**src/include/dtpb_defines.svh**
```systemverilog
// Register numbers, ranges and reset values of the tuning parameter bank.
// Assumes registers are addressed by 16-bit holding register number.
`ifndef DTPB_DEFINES_SVH
`define DTPB_DEFINES_SVH

`define DTPB_OFS_DECEL        16'h10b7
`define DTPB_OFS_SRC1         16'h10bb
`define DTPB_OFS_LOCK         16'h10bc
`define DTPB_OFS_GAIN         16'h10cf
`define DTPB_OFS_START        16'h10d1
`define DTPB_OFS_CARRIER      16'h10d2
`define DTPB_OFS_INIT         16'h10d3
`define DTPB_OFS_REGION       16'h10d4
`define DTPB_OFS_SCALE        16'h10d5
`define DTPB_OFS_STOPKEY      16'h10d6
`define DTPB_OFS_RESTART      16'h10d7
`define DTPB_OFS_BRAKE        16'h10d9
`define DTPB_OFS_STOPMODE     16'h10da
`define DTPB_OFS_SRC2         16'h152b

`define DTPB_MIN_DECEL        16'h0001
`define DTPB_MAX_DECEL        16'h012c
`define DTPB_MAX_SRC          16'h0001
`define DTPB_MAX_LOCK         16'h0003
`define DTPB_MAX_GAIN         16'h00ff
`define DTPB_MIN_START        16'h0005
`define DTPB_MAX_START        16'h0063
`define DTPB_MIN_CARRIER      16'h0014
`define DTPB_MAX_CARRIER      16'h008c
`define DTPB_MAX_INIT         16'h0002
`define DTPB_MIN_SCALE        16'h0001
`define DTPB_MAX_SCALE        16'h03e7
`define DTPB_MAX_BIT          16'h0001
`define DTPB_MAX_BRAKE        16'h03e8

`define DTPB_RST_DECEL        16'h000a
`define DTPB_RST_GAIN         16'h0064
`define DTPB_RST_START        16'h0005
`define DTPB_RST_CARRIER      16'h0050
`define DTPB_RST_SCALE        16'h000a
`define DTPB_RST_REGION       16'h0000
`define DTPB_RST_ZERO         16'h0000

`define DTPB_LOCK_SFT         16'h0000
`define DTPB_LOCK_SFT_FREQ    16'h0001
`define DTPB_LOCK_ALL         16'h0002
`define DTPB_LOCK_ALL_FREQ    16'h0003

`define DTPB_NUM_REGS         14
`define DTPB_IDX_REGION       7
`define DTPB_IDX_LOCK         2
`define DTPB_IDX_STOPMODE     12
`endif

```
**src/include/dtpb_pkg.sv**
```systemverilog
// Types shared by the tuning parameter bank.
// Assumes the defines header is compiled alongside.
package dtpb_pkg;
    typedef logic [15:0] dtpb_word_t;

    typedef struct packed
    {
        logic       wrEn;
        logic       rdEn;
        dtpb_word_t addr;
        dtpb_word_t data;
    } dtpb_req_s;

    typedef struct packed
    {
        logic       valid;
        logic       ok;
        logic       exception;
        dtpb_word_t data;
    } dtpb_rsp_s;

    typedef enum logic [1:0]
    {
        DTPB_WR_OK       = 2'b00,
        DTPB_WR_LOCKED   = 2'b01,
        DTPB_WR_RANGE    = 2'b10,
        DTPB_WR_READONLY = 2'b11
    } dtpb_wr_status_e;
endpackage : dtpb_pkg

```
**src/logic/dtpb_param_bank.sv**
```systemverilog
// Holding register bank of drive fine-tuning parameters.
// Assumes a fieldbus front end delivers one-cycle request strobes.
`timescale 1ns/1ns
`default_nettype none
`include "dtpb_defines.svh"

// Notes on behaviour
// - Decel rate 1..300, 0.1 s steps
// - Per-motor source: 00 stored level, 01 analog
// - Mode 00: lock all but mode when input
// - Mode 01: also frequency free when input
// - Mode 02: lock all but mode always
// - Mode 03: mode and frequency free always
// - Monitor gain 0..255
// - Start frequency 5..99, 0.1 Hz steps
// - Carrier 20..140, tenth units
// - Init type 00 trip, 01 params, 02 both
// - Scale 1..999 multiplies frequency monitor
// - Stop key 00 enabled, 01 disabled
// - Coast cancel restart 0 Hz or matched
// - Brake ratio 0 off, 1..1000 enables
// - Stop mode 00 decelerate, 01 coast
// - Registers addressed by holding register number
module dtpb_param_bank
    import dtpb_pkg::*;
#(
    parameter int FREQ_W = 16
)
(
    input  wire logic              clk_sys,
    input  wire logic              rstn,
    input  wire dtpb_req_s         busReq,
    output var  dtpb_rsp_s         busRsp,
    input  wire logic              softwareLockInput,
    input  wire logic              freqSettingWrite,
    input  wire logic [FREQ_W-1:0] outputFreq,
    output var  logic              freqSettingAllowed,
    output var  logic [15:0]       overloadDecelRate,
    output var  logic              overloadSrcAnalog1,
    output var  logic              overloadSrcAnalog2,
    output var  logic [7:0]        analogMonitorGain,
    output var  logic [15:0]       startFrequency,
    output var  logic [15:0]       carrierFrequency,
    output var  logic              clearTripHistory,
    output var  logic              restoreParams,
    output var  logic [31:0]       scaledFreqMonitor,
    output var  logic              stopKeyEnabled,
    output var  logic              restartMatched,
    output var  logic              brakeEnabled,
    output var  logic [15:0]       brakeUsage,
    output var  logic              stopCoast,
    output var  logic [1:0]        lastWriteStatus
);
    localparam int N  = `DTPB_NUM_REGS;
    localparam int IW = $clog2(N);

    wire dtpb_word_t regOfs [N];
    wire dtpb_word_t regMin [N];
    wire dtpb_word_t regMax [N];

    // Table order matches the register index used everywhere below
    assign regOfs[0]  = `DTPB_OFS_DECEL;
    assign regOfs[1]  = `DTPB_OFS_SRC1;
    assign regOfs[2]  = `DTPB_OFS_LOCK;
    assign regOfs[3]  = `DTPB_OFS_GAIN;
    assign regOfs[4]  = `DTPB_OFS_START;
    assign regOfs[5]  = `DTPB_OFS_CARRIER;
    assign regOfs[6]  = `DTPB_OFS_INIT;
    assign regOfs[7]  = `DTPB_OFS_REGION;
    assign regOfs[8]  = `DTPB_OFS_SCALE;
    assign regOfs[9]  = `DTPB_OFS_STOPKEY;
    assign regOfs[10] = `DTPB_OFS_RESTART;
    assign regOfs[11] = `DTPB_OFS_BRAKE;
    assign regOfs[12] = `DTPB_OFS_STOPMODE;
    assign regOfs[13] = `DTPB_OFS_SRC2;

    assign regMin[0]  = `DTPB_MIN_DECEL;
    assign regMax[0]  = `DTPB_MAX_DECEL;
    assign regMin[1]  = `DTPB_RST_ZERO;
    assign regMax[1]  = `DTPB_MAX_SRC;
    assign regMin[2]  = `DTPB_RST_ZERO;
    assign regMax[2]  = `DTPB_MAX_LOCK;
    assign regMin[3]  = `DTPB_RST_ZERO;
    assign regMax[3]  = `DTPB_MAX_GAIN;
    assign regMin[4]  = `DTPB_MIN_START;
    assign regMax[4]  = `DTPB_MAX_START;
    assign regMin[5]  = `DTPB_MIN_CARRIER;
    assign regMax[5]  = `DTPB_MAX_CARRIER;
    assign regMin[6]  = `DTPB_RST_ZERO;
    assign regMax[6]  = `DTPB_MAX_INIT;
    assign regMin[7]  = `DTPB_RST_ZERO;
    assign regMax[7]  = `DTPB_RST_ZERO;
    assign regMin[8]  = `DTPB_MIN_SCALE;
    assign regMax[8]  = `DTPB_MAX_SCALE;
    assign regMin[9]  = `DTPB_RST_ZERO;
    assign regMax[9]  = `DTPB_MAX_BIT;
    assign regMin[10] = `DTPB_RST_ZERO;
    assign regMax[10] = `DTPB_MAX_BIT;
    assign regMin[11] = `DTPB_RST_ZERO;
    assign regMax[11] = `DTPB_MAX_BRAKE;
    assign regMin[12] = `DTPB_RST_ZERO;
    assign regMax[12] = `DTPB_MAX_BIT;
    assign regMin[13] = `DTPB_RST_ZERO;
    assign regMax[13] = `DTPB_MAX_SRC;

    // Reset image is a constant so the async branch loads no logic
    localparam dtpb_word_t REG_RST [N] = '{
        `DTPB_RST_DECEL,
        `DTPB_RST_ZERO,
        `DTPB_RST_ZERO,
        `DTPB_RST_GAIN,
        `DTPB_RST_START,
        `DTPB_RST_CARRIER,
        `DTPB_RST_ZERO,
        `DTPB_RST_REGION,
        `DTPB_RST_SCALE,
        `DTPB_RST_ZERO,
        `DTPB_RST_ZERO,
        `DTPB_RST_ZERO,
        `DTPB_RST_ZERO,
        `DTPB_RST_ZERO
    };

    dtpb_word_t  bank_reg [N];
    dtpb_rsp_s   rsp_reg;
    logic [1:0]  status_reg;
    logic        freqAllow_reg;
    logic        clrTrip_reg;
    logic        restore_reg;
    logic        brakeEn_reg;
    logic        stopKeyEn_reg;

    wire logic [N-1:0] hit;
    wire logic         anyHit;
    wire dtpb_word_t   rdData;
    wire logic         sftLock;
    wire logic         lockAll;
    wire logic         freqFree;
    wire logic         inRange;
    wire logic         isLockReg;
    wire logic         isReadOnly;
    wire logic         wrAccept;
    wire logic         initTrigger;
    wire dtpb_word_t   lockMode;
    wire dtpb_word_t   hitMin;
    wire dtpb_word_t   hitMax;
    wire dtpb_word_t   hitIdx;
    wire logic         modeSft;
    wire logic         modeSftFreq;
    wire logic         modeAll;
    wire logic         modeAllFreq;
    wire logic         anyReq;
    wire logic         reqOk;
    wire logic         initClear;
    wire logic         initRestore;
    wire logic         brakeWrite;
    wire logic         stopKeyWrite;
    wire logic         brakeEn_next;
    wire logic         stopKeyEn_next;
    dtpb_wr_status_e   wrStatus;

    // Exact number match; anything else answers with an exception
    genvar g;
    generate
        for (g = 0; g < N; g++)
        begin : gDecode
            assign hit[g] = (busReq.addr == regOfs[g]);
        end
    endgenerate

    function automatic dtpb_word_t pickWord(input dtpb_word_t vals [N],
                                            input logic [N-1:0] sel);
        dtpb_word_t r;
        r = 16'h0000;
        for (int i = 0; i < N; i++)
        begin
            if (sel[i])
                r = vals[i];
        end
        return r;
    endfunction : pickWord

    function automatic dtpb_word_t pickIdx(input logic [N-1:0] sel);
        dtpb_word_t r;
        r = 16'h0000;
        for (int i = 0; i < N; i++)
        begin
            if (sel[i])
                r = 16'(i);
        end
        return r;
    endfunction : pickIdx

    assign anyHit     = |hit;
    // Read path goes through the decoded index, one mux over the flop array
    assign rdData     = anyHit ? bank_reg[hitIdx[IW-1:0]] : 16'h0000;
    assign hitMin     = pickWord(regMin, hit);
    assign hitMax     = pickWord(regMax, hit);
    assign hitIdx     = pickIdx(hit);
    assign lockMode   = bank_reg[`DTPB_IDX_LOCK];
    assign isLockReg  = hit[`DTPB_IDX_LOCK];
    assign isReadOnly = hit[`DTPB_IDX_REGION];
    assign inRange    = (busReq.data >= hitMin) && (busReq.data <= hitMax);

    assign modeSft     = (lockMode == `DTPB_LOCK_SFT);
    assign modeSftFreq = (lockMode == `DTPB_LOCK_SFT_FREQ);
    assign modeAll     = (lockMode == `DTPB_LOCK_ALL);
    assign modeAllFreq = (lockMode == `DTPB_LOCK_ALL_FREQ);

    // Mode 00/01 lock only while the terminal is on; 02/03 always
    assign sftLock  = (modeSft || modeSftFreq) && softwareLockInput;
    assign lockAll  = sftLock || modeAll || modeAllFreq;
    assign freqFree = modeSftFreq || modeAllFreq;

    always_comb
    begin
        if (isReadOnly)
            wrStatus = DTPB_WR_READONLY;
        else if (lockAll && !isLockReg)
            wrStatus = DTPB_WR_LOCKED;
        else if (!inRange)
            wrStatus = DTPB_WR_RANGE;
        else
            wrStatus = DTPB_WR_OK;
    end

    assign wrAccept    = busReq.wrEn && anyHit && (wrStatus == DTPB_WR_OK);
    // Init is a one-shot action fired by an accepted write
    assign initTrigger = wrAccept && hit[6];
    assign initClear   = initTrigger && (busReq.data != 16'h0001);
    assign initRestore = initTrigger && (busReq.data != 16'h0000);
    // Ok only for a real request, so idle cycles show a clean response
    assign anyReq      = busReq.wrEn || busReq.rdEn;
    assign reqOk       = anyHit && (busReq.rdEn || wrStatus == DTPB_WR_OK);

    // Derived flags sit in their own flops so the outputs carry no gates
    assign brakeWrite     = wrAccept && hit[11];
    assign stopKeyWrite   = wrAccept && hit[9];
    assign brakeEn_next   = brakeWrite ? (busReq.data != 16'h0000) : brakeEn_reg;
    assign stopKeyEn_next = stopKeyWrite ? !busReq.data[0] : stopKeyEn_reg;

    generate
        for (g = 0; g < N; g++)
        begin : gBank
            always_ff @(posedge clk_sys or negedge rstn)
            begin
                if (!rstn)
                    bank_reg[g] <= REG_RST[g];
                else if (wrAccept && hit[g])
                    bank_reg[g] <= busReq.data;
            end
        end
    endgenerate

    always_ff @(posedge clk_sys or negedge rstn)
    begin
        if (!rstn)
            rsp_reg <= '0;
        else
        begin
            rsp_reg.valid     <= anyReq;
            rsp_reg.ok        <= anyReq && reqOk;
            rsp_reg.exception <= anyReq && !reqOk;
            rsp_reg.data      <= (busReq.rdEn && anyHit) ? rdData : 16'h0000;
        end
    end

    always_ff @(posedge clk_sys or negedge rstn)
    begin
        if (!rstn)
            status_reg <= 2'b00;
        else if (busReq.wrEn && anyHit)
            status_reg <= wrStatus;
    end

    always_ff @(posedge clk_sys or negedge rstn)
    begin
        if (!rstn)
        begin
            brakeEn_reg   <= 1'b0;
            stopKeyEn_reg <= 1'b1;
        end
        else
        begin
            brakeEn_reg   <= brakeEn_next;
            stopKeyEn_reg <= stopKeyEn_next;
        end
    end

    // Output frequency setting is steered by the same lock state
    always_ff @(posedge clk_sys or negedge rstn)
    begin
        if (!rstn)
            freqAllow_reg <= 1'b1;
        else
            freqAllow_reg <= !lockAll || freqFree;
    end

    always_ff @(posedge clk_sys or negedge rstn)
    begin
        if (!rstn)
        begin
            clrTrip_reg <= 1'b0;
            restore_reg <= 1'b0;
        end
        else
        begin
            clrTrip_reg <= initClear;
            restore_reg <= initRestore;
        end
    end

    dtpb_scale_mult #(
        .FREQ_W    (FREQ_W)
    ) uScale (
        .clk_sys   (clk_sys),
        .rstn      (rstn),
        .freqIn    (outputFreq),
        .scaleIn   (bank_reg[8]),
        .scaledOut (scaledFreqMonitor)
    );

    // Decoded fields are flop outputs; bank entries are flops themselves
    assign busRsp             = rsp_reg;
    assign lastWriteStatus    = status_reg;
    assign freqSettingAllowed = freqAllow_reg;
    assign clearTripHistory   = clrTrip_reg;
    assign restoreParams      = restore_reg;
    assign overloadDecelRate  = bank_reg[0];
    assign overloadSrcAnalog1 = bank_reg[1][0];
    assign overloadSrcAnalog2 = bank_reg[13][0];
    assign analogMonitorGain  = bank_reg[3][7:0];
    assign startFrequency     = bank_reg[4];
    assign carrierFrequency   = bank_reg[5];
    assign stopKeyEnabled     = stopKeyEn_reg;
    assign restartMatched     = bank_reg[10][0];
    assign brakeEnabled       = brakeEn_reg;
    assign brakeUsage         = bank_reg[11];
    assign stopCoast          = bank_reg[`DTPB_IDX_STOPMODE][0];
endmodule : dtpb_param_bank
`default_nettype wire

```
**src/logic/dtpb_scale_mult.sv**
```systemverilog
// Scaled frequency monitor: frequency times display constant over ten.
// Assumes frequency in 0.01 Hz counts and scale in 0.1 counts.
`timescale 1ns/1ns
`default_nettype none
module dtpb_scale_mult
    import dtpb_pkg::*;
#(
    parameter int FREQ_W = 16
)
(
    input  wire logic              clk_sys,
    input  wire logic              rstn,
    input  wire logic [FREQ_W-1:0] freqIn,
    input  wire logic [15:0]       scaleIn,
    output var  logic [31:0]       scaledOut
);
    wire logic [FREQ_W+15:0] product;
    wire logic [31:0]        quotient;
    logic      [31:0]        scaled_reg;

    assign product   = freqIn * scaleIn;
    // Constant divide by ten; scale carries one decimal place
    assign quotient  = 32'(product / (FREQ_W+16)'(10));
    assign scaledOut = scaled_reg;

    always_ff @(posedge clk_sys or negedge rstn)
    begin
        if (!rstn)
            scaled_reg <= 32'h0;
        else
            scaled_reg <= quotient;
    end
endmodule : dtpb_scale_mult
`default_nettype wire
```
**config.mk**
```make
export PLATFORM = sky130hd
export DESIGN_NAME = dtpb_param_bank
export DESIGN_NICKNAME = d
export VERILOG_FILES = /design/src/include/dtpb_pkg.sv /design/src/logic/dtpb_param_bank.sv /design/src/logic/dtpb_scale_mult.sv
export VERILOG_INCLUDE_DIRS = /design/src /design/src/include
export SDC_FILE = /design/constraint.sdc
export NUM_CORES = 1
export LEC_CHECK = 0
export BUFFER_PORTS_ARGS = -buffer_cell sky130_fd_sc_hd__buf_2
export CAP_MARGIN = 20
export CORE_MARGIN = 10
export CORE_UTILIZATION = 40
export CTS_BUF_LIST = sky130_fd_sc_hd__clkbuf_4 sky130_fd_sc_hd__clkbuf_8
export DETAILED_ROUTE_END_ITERATION = 8
export PLACE_DENSITY = 0.66
export SYNTH_ARGS = -nofsm -noshare
export SYNTH_HDL_FRONTEND = slang
export SYNTH_HIERARCHICAL = 1
export SYNTH_SLANG_ARGS = --single-unit
```
**constraint.sdc**
```tcl
create_clock -name clk_sys -period 14.3 [get_ports clk_sys]
set_input_delay 1.43 -clock clk_sys [delete_from_list [all_inputs] [get_ports clk_sys]]
set_output_delay 1.43 -clock clk_sys [all_outputs]
set_load 0.02 [all_outputs]
```
# After elaboration in Yosys (flattened, before gate mapping)
# Cells that the tools add are included.
# totals
ram_bits	0
word_cells	138
register_bits	282
rom_bits	0
latch_bits	0
out_inout_bits	134
mem_count	0
# op_classes
n_mux	49
n_shift	0
mul	1
add_sub_neg	0
div_mod_pow	1
eq_ne	18
bitwise	1
n_reduce_logical	40
order_cmp	3
# ops
operator	n
== test 16 x 13 -> 1 bit, second input constant	14
2-to-1 mux 16 bit	12
binary-select mux 16 bit (select 4 bit)	1
2-to-1 mux 9 bit	6
2-to-1 mux 4 bit	12
2-to-1 mux 5 bit	9
divider 32 x 4 -> 32 bit, second input constant	1
== test 16 x 2 -> 1 bit, second input constant	2
multiplier 16 x 16 -> 32 bit	1
logical AND 1 bit	25
== test 16 x 1 -> 1 bit, second input constant	1
>= comparator 16 bit	1
less-or-equal comparator 16 bit	1
logical NOT 16 bit	1
inequality test 16 x 1 -> 1 bit, second input constant	1
nonzero test 16 bit	1
OR reduction 14 bit	1
logical OR 1 bit	7
2-to-1 mux 2 bit	3
>= comparator 5 bit, second input constant	1
2-to-1 mux 1 bit	5
NOT 4 -> 5 bit	1
logical NOT 1 bit	4
2-to-1 mux 3 bit	1
logical NOT 2 bit	1

# Depth between registers and ports, before layout
# Gate-level depths: netlist of the first run.
# logic_depth
depth_word	25
ltp_mapped	68
mapped_depth_nobuf	58

# Modules after synthesis
# The synthesis of the first run kept the hierarchy.
# by_module_without_submodules
module	area_per_inst_um2	seq_area_each_um2	cells_per_inst	n_inst
dtpb_scale_mult	14734.1	725.7	1823	1
dtpb_param_bank	12582.1	6272.3	1070	1

# Worst setup path after synthesis of the first run
# OpenSTA, ideal clock, no wires.
# synth_path
path_kind	in2reg
from	in outputFreq[10]
to	reg uScale.scaled_reg[0] (netlist: uScale/scaledOut[0])
n_path_buf	7
required_time_ns	14.160
arrival_time_ns	15.623
cell_stages	59
setup_slack_ns	-1.463
cell_sequence	clkbuf_1 nand2_1 fa_1 inv_1 fa_1 inv_1 fa_1 inv_1 fa_1 fa_1 inv_1 fa_1 inv_1 ha_1 a21oi_1 o21bai_1 a22o_1 o211ai_1 [... 23 more ...] or4_1 a21oi_2 or3_1 buf_4 inv_4 o2111a_1 nor4_2 o41ai_4 or4_1 a31o_1 o21a_2 buf_6 and4_1 a211o_1 or3b_1 buf_2 a221oi_1 o2111ai_1
# synth_between
elab_chain_cells	2
# synth_rtl
element	line_no	text
start: declaration	dtpb_param_bank.sv:36	input wire logic [FREQ_W-1:0] outputFreq,
multiplier 16 x 16 -> 32 bit	dtpb_scale_mult.sv:21	assign product = freqIn * scaleIn;
divider 32 x 4 -> 32 bit	dtpb_scale_mult.sv:23	assign quotient = 32'(product / (FREQ_W+16)'(10));
via uScale.quotient[0]	dtpb_scale_mult.sv:18	wire logic [31:0] quotient;
end signal: assignment	dtpb_scale_mult.sv:31	scaled_reg <= quotient;
end: declaration	dtpb_scale_mult.sv:19	logic [31:0] scaled_reg;
# The timed path passes the listed nets, and every way through them passes these cells.
# A chain may end at the register's enable or synchronous reset.

# Worst setup path after layout of the first run
# layout_path
from	in outputFreq[6]
to	reg uScale.scaled_reg[0] (netlist: uScale/scaledOut[0])
# The elaborated chain is that of the path after synthesis.

==> results of run 1 <==
==> area by class of cell <==
type / instances / area, um2
Clock buffer: 64 / 843.3
Timing Repair Buffer: 731 / 5425
Inverter: 222 / 843.3
Multi-Input combinational cell: 2141 / 19800
Clock inverter: 24 / 359.1
Antenna cell: 3 / 7.507
Sequential cell: 279 / 6998
Fill cell: 6014 / 32020
Tap cell: 873 / 1092
==> worst reg2reg max path: cells and delay by family, from the launching register on <==
kind / cells / cell delay, ps
xor gates and xnor gates: 1 / 140
DFF: 1 / 500
adders and majority gates: 7 / 3280
AOI/OAI and AO/OA: 23 / 5050
muxes: 2 / 410
buffers and inverters: 13 / 1820
and+or+nand+nor: 14 / 3680
==> cells in the final DEF (no fill, tap or decap), drive strengths merged, types with 15 or more instances in the layout <==
cell and instances:
and2 155, nand4 27, xnor2 39, a31oi 29
or3 20, o2111ai 15, nor4 27, and3 16
buf 730, a21oi 129, nand3 64, ha 117
mux2i 127, o21ai 105, o211ai 27, inv 223
nor2b 85, a211oi 27, a21o 20, mux2 140
nand2b 15, xor2 17, nor3 81, fa 194
clkbuf 64, a22oi 20, nand2 251, nor2 127
dfrtp 266
==> power by group <==
part           leakage [nW]  switching, mW  internal [mW]
clock                 0.614          0.381          0.536
sequential             3.84      0.0000992          0.790
combinational          13.0         0.0577         0.0260
==> final timing paths <==
kind	to	cells after the start	slack [ps]	startpoint
setup / recovery	uScale/scaledOut[0]	63	-920	outputFreq[6]
hold reg to reg	bank_reg[98]	0	380	bank_reg[98]
setup reg to reg	uScale/scaledOut[0]	60	-720	bank_reg[86]
max in group asynchronous	bank_reg[67]	2	12070	rstn
min in group asynchronous	uScale/scaledOut[16]	1	750	rstn
hold / removal	bank_reg[98]	0	380	bank_reg[98]
==> routing by layer <==
metal / wire length, um / track usage [%] / part of all wire [%]
met1: 36260 / 27.19 / 42
met2: 41840 / 36.17 / 49
met3: 4870 / 3.052 / 5.7
met4: 2408 / 6.541 / 2.8
met5: 0 / 0 / 0
==> cells by family (layout without fill, tap and decap cells) <==
| kind of cell | after synthesis | count (layout) | share of synthesized area [%] |
|---|---|---|---|
| muxes | 267 | 267 | 10.45 |
| AOI/OAI and AO/OA | 565 | 566 | 15.31 |
| and+or+nand+nor | 933 | 934 | 18.72 |
| xor gates and xnor gates | 56 | 56 | 1.919 |
| adders and majority gates | 315 | 315 | 19.72 |
| other | 1 | 6 | 0.01373 |
| buffers and inverters | 477 | 1041 | 8.240 |
| DFF | 279 | 279 | 25.62 |
==> through the flow <==
step	hold WS (ps)	area (um2)	instances
global route	391.1	35370	4337
finish	378.6	35370	4337
global placement	364.4	31890	4143
detailed placement	363.9	31890	4143
CTS	380.5	34530	4302
floorplan	425.3	28020	2895
==> repair_timing <==
action	CTS	global route
pin swaps	109	71
setup endpoints to repair	5	5
setup buffers	69	29
gates cloned	3	0
resized for setup	184	118
==> impl_metrics.yaml, run 1 <==
timing:
  slew_headroom_pct: 19.99
  fmax_mhz: 65.72
  rsz0062_at_grt: "true"
  fin_skew_ps: 63.12
  slew_viol_final: 0
  fin_tns_setup_ps: -2476
  finalSetupViolations: 4
  fin_crit_sh_pct: 106.4
  period_needed_ps: 15220
  tightestPinTransition_ps: 1192
  final-hold-violation-count: 0
  setup_ws_ps: -917.1
cts:
  h-tree-depth: 2
  clockRootBuffer: "clkbuf_8"
  worstSkewPairLatency_ps: 700
  cts_buffers: 49
  clk_pin_slew_ps: 60
  clk_path_buf_depth: 3
  cts_tree: "built"
  cts_num_sinks: 279
  cts_hold_buf: 0
synth:
  ys_seq_area_share_pct: 25.62
  synth_top_area_share_pct: 24.37
  ys_top_cells_by_area: "dfrtp_1 24%, fa_1 14%, ha_1 5.4%"
  synth.avg_cell_area_um2: 9.442
  synthArstFlopShare_pct: 100.0
  netlist_instances: 2893
  yosysTopAreaCell: "dfrtp_1"
  ys_ff_latch: 279
  synthTopCellsByCount: "266 x dfrtp_1, 248 x nand2_1, 216 x inv_1"
  synth_cell_types: 141
  synth_flop_cell: "dfrtp_1"
  synth_most_common_cell: "dfrtp_1"
  yosysWarnings: 6
  synth_edf_count: 0
  netlist_area_mm2: 0.02732
floorplanning:
  core_mm2: 0.06740
  ios: 188
  start_util_pct: 40.53
  die_h_um: 281.3
  num_rows: 95
  die_area_mm2: 0.07914
  dieWidth_um: 281.3
global_routing:
  grt_util_all_layers_pct: 21.13
  first_global_vias: 24454
  antenna_found_initial: 5
  grt_pass1_wl_um: 135000
  grt_max_degree: 77
  gr-total-overflow: 0
routing:
  drt-pass1-iter-count: 7
  wl_per_cell_um: 19.69
  drt_iter0_markers: 1745
  routed_via_density: 5.561
  drcViolationCount: 0
  num_vias: 24119
  routed_wl_um: 85380
  ant_nets: 0
pwr:
  power_mw: 1.792
  powerDensity_mw_per_mm2: 50.65
  p_leak_nw: 17.43
  vdd_drop_max_v: 0.00008547
final_layout:
  drive_gt1_share_pct: 37.99
  synthToLayoutAreaGrowth_pct: 29.49
  finish.utilization_pct: 52.48
  largest_reg_flops: 132
  nets: 3789
flow_run:
  max_cap_viol_count: 0
status:
  status: "finished with violations"
  violations: "setup timing"
critical_path:
  crit_arrival_ps: 15780
  crit_path_frequent_cell: "fa_1"
  crit_fanout: 8
  end_kind: "flop"
  critPathMaxStageDelay_ps: 550
  critical-path-slowest-cell: "fa_1"
  startpoint_type: "input pin"
  crit_family: "compound AO/OA/AOI/OAI gates"
  crit_required_ps: 14870
  critPathKind: "input pin to flop"
  path_buf_inv: 16
placement:
  gp_congestion: 0.9649
  place_ws_ps: -2101
  port_buffers: 183
  dp_hpwl_um: 62430
hold_path:
  hold_class: "flop to flop"
(Power assumes the default switching activity.)
==> run 2, diff against run 1 <==
Settings changed: TNS_END_PERCENT set to 50.
==> impl_metrics.yaml, run 2 (synthesis results as in run 1) <==
routing:
  num_vias: 23917
  ant_nets: 0
  drt-pass1-iter-count: 5
  drcViolationCount: 0
  wl_per_cell_um: 19.62
  routed_wl_um: 84330
  drt_iter0_markers: 1707
  routed_via_density: 5.563
timing:
  period_needed_ps: 15400
  fin_skew_ps: 38.66
  final-hold-violation-count: 0
  slew_headroom_pct: 23.03
  fin_crit_sh_pct: 107.7
  tightestPinTransition_ps: 1151
  setup_ws_ps: -1095
  rsz0062_at_grt: "true"
  fmax_mhz: 64.95
  finalSetupViolations: 4
  slew_viol_final: 0
final_layout:
  multi_input_area_mm2: 0.01937
  design_area_mm2: 0.03449
  mostFrequentLayoutCells: "480 x buf_4, 266 x dfrtp_1, 224 x nand2_1, 211 x inv_1, 179 x fa_1"
  largest_reg_flops: 132
  drive_gt1_share_pct: 35.86
  nets: 3748
  finish.utilization_pct: 51.17
  layout_commonest_cell: "buf_4"
  nFillCells: 6159
  ff_latch_area_mm2: 0.006998
  synthToLayoutAreaGrowth_pct: 26.25
pwr:
  clkPwrFrac_pct: 49.5
  p_int_mw: 1.294
  p_leak_nw: 17.14
  switchingPower_mw: 0.4288
  power_mw: 1.723
  vdd_drop_max_v: 0.00008407
  pwr-share-seq_pct: 45.9
  powerDensity_mw_per_mm2: 49.96
  pwr-share-comb_pct: 4.7
  p_sw_share_pct: 24.89
critical_path:
  ff2ff_path_depth: 59
  critPathMaxStageDelay_ps: 570
  crit_arrival_ps: 15950
  critPathKind: "input pin to flop"
  r2r-end: "uScale/scaledOut[0]"
  startpoint_type: "input pin"
  crit_start: "outputFreq[12]"
  end_kind: "flop"
  critical-path-slowest-cell: "fa_1"
  crit_required_ps: 14860
  crit_fanout: 9
  regToRegSetupSlack_ps: -810
  r2r-start: "bank_reg[83]"
  crit_path_frequent_cell: "fa_1"
floorplanning:
  start_util_pct: 40.53
  die_area_mm2: 0.07914
  num_rows: 95
  ios: 188
  core_mm2: 0.06740
  dieWidth_um: 281.3
  die_h_um: 281.3
global_routing:
  first_global_vias: 24187
  grt_pass1_wl_um: 133400
  met2_usage_pct: 35.68
  grt_max_degree: 82
  grt_util_met3_pct: 3.317
  use_met1_pct: 26.34
  antenna_found_initial: 4
  gr-total-overflow: 0
  grt_util_all_layers_pct: 20.86
  top_usage_layer: "met2"
placement:
  port_buffers: 183
  gp_congestion: 0.9435
  dp_hpwl_um: 63520
  place_ws_ps: -2198
  postPlaceCellArea_mm2: 0.03193
hold_path:
  hold-path-endpoint: "bank_reg[99]"
  hold_depth: 0
  hold_class: "flop to flop"
  worstHoldStart: "bank_reg[99]"
cts:
  cts_buffers: 50
  clk_path_buf_depth: 3
  clockRootBuffer: "clkbuf_8"
  h-tree-depth: 2
  cts_num_sinks: 279
  clk_pin_slew_ps: 50
  cts_tree: "built"
  worstSkewPairLatency_ps: 660
status:
  status: "finished with violations"
  violations: "setup timing"
flow_run:
  max_cap_viol_count: 0
## run 2: cell types whose count changed in the layout (fill, tap and decap cells not counted), sizes merged, moves of 3 or more
cell    before  now
buf        730  691
bufinv       8    3
clkbuf      64   77
clkinv      11    8
## run 2: how the worst max path moves through the flow
| stage | to | slack [ps] |
|---|---|---|
| detailed placement | uScale/scaledOut[0] | -2200 |
| floorplan | uScale/scaledOut[0] | -800 |
| finish | uScale/scaledOut[0] | -1100 |
| global placement | uScale/scaledOut[0] | -1960 |
| CTS | uScale/scaledOut[0] | -800 |
| global route | uScale/scaledOut[0] | -1610 |
## run 2: metrics by stage
stage	cells	hold WS (ps)	setup TNS [ps]
6_report	4299	377.7	-3326
5_1_grt	4298	386.3	-5560
4_1_cts	4262	379.6	-1948
3_5_place_dp	4144	366.3	-8532
3_3_place_gp	4143	361.7	-7478
2_1_floorplan	2895	425.3	-1786
## run 2: timing repair
item	4_1_cts	5_1_grt
gates cloned	1	1
endpoints found under the setup margin	5	5
hold buffers	0	0
gates resized for setup	96	93
endpoints found under the hold margin	0	0
pin swaps	34	75
buffers inserted	26	33
## run 2: critical path, delay by kind of cell
kind / cells / cell delay, ps
and+or+nand+nor: 14 / 3900
AOI/OAI and AO/OA: 23 / 5140
xor gates and xnor gates: 1 / 260
muxes: 2 / 590
adders and majority gates: 7 / 3190
buffers and inverters: 11 / 1390
## run 2: final cells by class
cell class / instances / area share [%]
multi-input cells: 2139 / 56.16
inverters: 222 / 2.445
well taps: 873 / 3.167
repair buffers: 691 / 14.64
clock inverters: 14 / 0.5188
flip-flops and latches: 279 / 20.29
clock buffers: 77 / 2.747
diodes: 4 / 0.02903
## run 2: power by group through the flow
stage,logic [mW],registers [mW],clock network [mW]
floorplan,0.0297,0.806,0
global placement,0.0769,0.805,0
detailed placement,0.0783,0.805,0
CTS,0.0795,0.791,0.878
global route,0.0877,0.790,0.909
finish,0.0801,0.791,0.852
## run 2: metal layers
metal,up-vias,wire [um]
met5,-,0
met4,0,2749
met3,187,4844
met2,754,41060
met1,11893,35680
li1,11083,-
==> run 3, diff against run 2 <==
Settings changed: PLACE_DENSITY 0.66 to 0.56.
==> impl_metrics.yaml, run 3 (synthesis results as in run 1) <==
status:
  status: "finished with violations"
  violations: "setup timing"
final_layout:
  finish.utilization_pct: 52.30
  layout_commonest_cell: "buf_4"
  largest_reg_flops: 132
  final_cell_count_no_fill: 4354
  drive_gt1_share_pct: 37.78
  mostFrequentLayoutCells: "524 x buf_4, 266 x dfrtp_1, 220 x nand2_1, 209 x inv_1, 179 x fa_1"
  synthToLayoutAreaGrowth_pct: 29.04
  nets: 3801
  nFillCells: 6194
routing:
  ant_nets: 0
  drt-pass1-iter-count: 5
  routed_wl_um: 88680
  wl_met3_um: 4378
  highest_layer: "met5"
  drcViolationCount: 0
  drt_iter0_markers: 1520
  routed_via_density: 5.465
  num_vias: 23793
  wl_met1_um: 39800
  routed-wl-met2_um: 42550
  wl_per_cell_um: 20.37
timing:
  tightestPinTransition_ps: 1134
  rsz0062_at_grt: "true"
  slew_viol_final: 0
  fmax_mhz: 65.41
  fin_skew_ps: 68.50
  finalSetupViolations: 4
  setup_ws_ps: -988.9
  final-hold-violation-count: 0
  slew_headroom_pct: 23.87
  period_needed_ps: 15290
  fin_crit_sh_pct: 106.9
hold_path:
  hold-path-endpoint: "bank_reg[105]"
  hold_class: "flop to flop"
  worstHoldStart: "bank_reg[105]"
  hold_depth: 0
pwr:
  vdd_drop_max_v: 0.00007260
  powerDensity_mw_per_mm2: 51.00
  power_mw: 1.797
  p_leak_nw: 17.54
floorplanning:
  num_rows: 95
  ios: 188
  core_mm2: 0.06740
  start_util_pct: 40.53
  die_area_mm2: 0.07914
  dieWidth_um: 281.3
  die_h_um: 281.3
critical_path:
  startpoint_type: "input pin"
  critPathMaxStageDelay_ps: 580
  critical-path-slowest-cell: "fa_2"
  critPathKind: "input pin to flop"
  crit_fanout: 8
  crit_arrival_ps: 15880
  regToRegSetupSlack_ps: -770
  r2r-end: "uScale/scaledOut[0]"
  crit_path_frequent_cell: "buf_4"
  end_kind: "flop"
  r2r-start: "bank_reg[83]"
  crit_required_ps: 14890
  ff2ff_path_depth: 65
placement:
  dp_hpwl_um: 68410
  gp_congestion: 0.9148
  place_inst: 4176
  port_buffers: 183
cts:
  cts_num_sinks: 279
  h-tree-depth: 2
  cts_tree: "built"
  clockRootBuffer: "clkbuf_8"
  clk_pin_slew_ps: 60
  cts_buffers: 53
  worstSkewPairLatency_ps: 690
  clk_path_buf_depth: 3
global_routing:
  first_global_vias: 25152
  antenna_found_initial: 4
  gr-total-overflow: 0
  grt_pass1_wl_um: 142900
  grt_util_all_layers_pct: 22.32
  grt_max_degree: 165
flow_run:
  max_cap_viol_count: 0
==> run 3: cell count changes in the layout (fill, tap and decap cells not counted), sizes merged, moves of 2 or more <==
| cell | delta |
|---|---|
| buf | +49 |
| clkinvlp | -2 |
| clkbuf | +4 |
| inv | +2 |
| bufinv | +2 |
==> run 3: per-layer routing <==
metal / global-route usage [%] / vias to the layer above
met1: 29.26 / 11928
met5: 0 / -
li1: - / 11190
met2: 37.77 / 554
met3: 3.657 / 119
met4: 5.718 / 2
==> run 3: repair_timing <==
action                                  4_1_cts  5_1_grt
cloned                                        1        0
pin swaps                                   118       48
hold buffers                                  0        0
buffers inserted                             57       18
resized for setup                           185       53
endpoints found under the setup margin        5        5
==> run 3: per-stage QoR <==
stage          TNS [ps]  cell area [um2]  setup slack, ps  hold WS (ps)
4_1_cts           -2098            34810           -797.0         379.4
2_1_floorplan     -1786            28010           -795.9         425.3
6_report          -2831            35250           -988.9         377.1
3_5_place_dp     -10170            32190            -2351         366.3
5_1_grt           -4654            35240            -1399         388.3
3_3_place_gp     -11290            32190            -2465         362.0
==> run 3: how the worst max path moves through the flow <==
| stage | start | to | slack, ps | cells past startpoint |
|---|---|---|---|---|
| after floorplan | outputFreq[4] | uScale/scaledOut[0] | -800 | 57 |
| after global placement | outputFreq[7] | uScale/scaledOut[0] | -2460 | 58 |
| after detailed placement | outputFreq[12] | uScale/scaledOut[0] | -2350 | 61 |
| after CTS | outputFreq[2] | uScale/scaledOut[0] | -800 | 59 |
| after global routing | outputFreq[6] | uScale/scaledOut[0] | -1400 | 58 |
| final | outputFreq[6] | uScale/scaledOut[0] | -990 | 63 |
==> run 3: final cells by class <==
| type | count | area (um2) | area share, % |
|---|---|---|---|
| Clock inverter | 16 | 237.7 | 0.6745 |
| Antenna cell | 3 | 7.507 | 0.02130 |
| Tap cell | 873 | 1092 | 3.099 |
| Sequential cell | 279 | 6998 | 19.85 |
| Clock buffer | 81 | 1015 | 2.879 |
| Multi-Input combinational cell | 2139 | 19570 | 55.51 |
| Inverter | 222 | 845.8 | 2.400 |
| Timing Repair Buffer | 741 | 5484 | 15.56 |
==> run 3: worst max-delay path, delay by kind of cell <==
family                     cells  cell delay [ps]
AOI/OAI and AO/OA             22             4460
xor gates and xnor gates       1              200
adders and majority gates      7             3210
buffers and inverters         17             2190
muxes                          2              490
and+or+nand+nor               14             3870
==> run 3: power breakdown <==
part | internal (mW) | leakage, nW | total (mW) | switching (mW)
combinational | 0.0229 | 13.0 | 0.0810 | 0.0581
clock | 0.548 | 0.658 | 0.926 | 0.378
sequential | 0.791 | 3.84 | 0.791 | 0.000115
total | 1.36 | 17.5 | 1.80 | 0.436
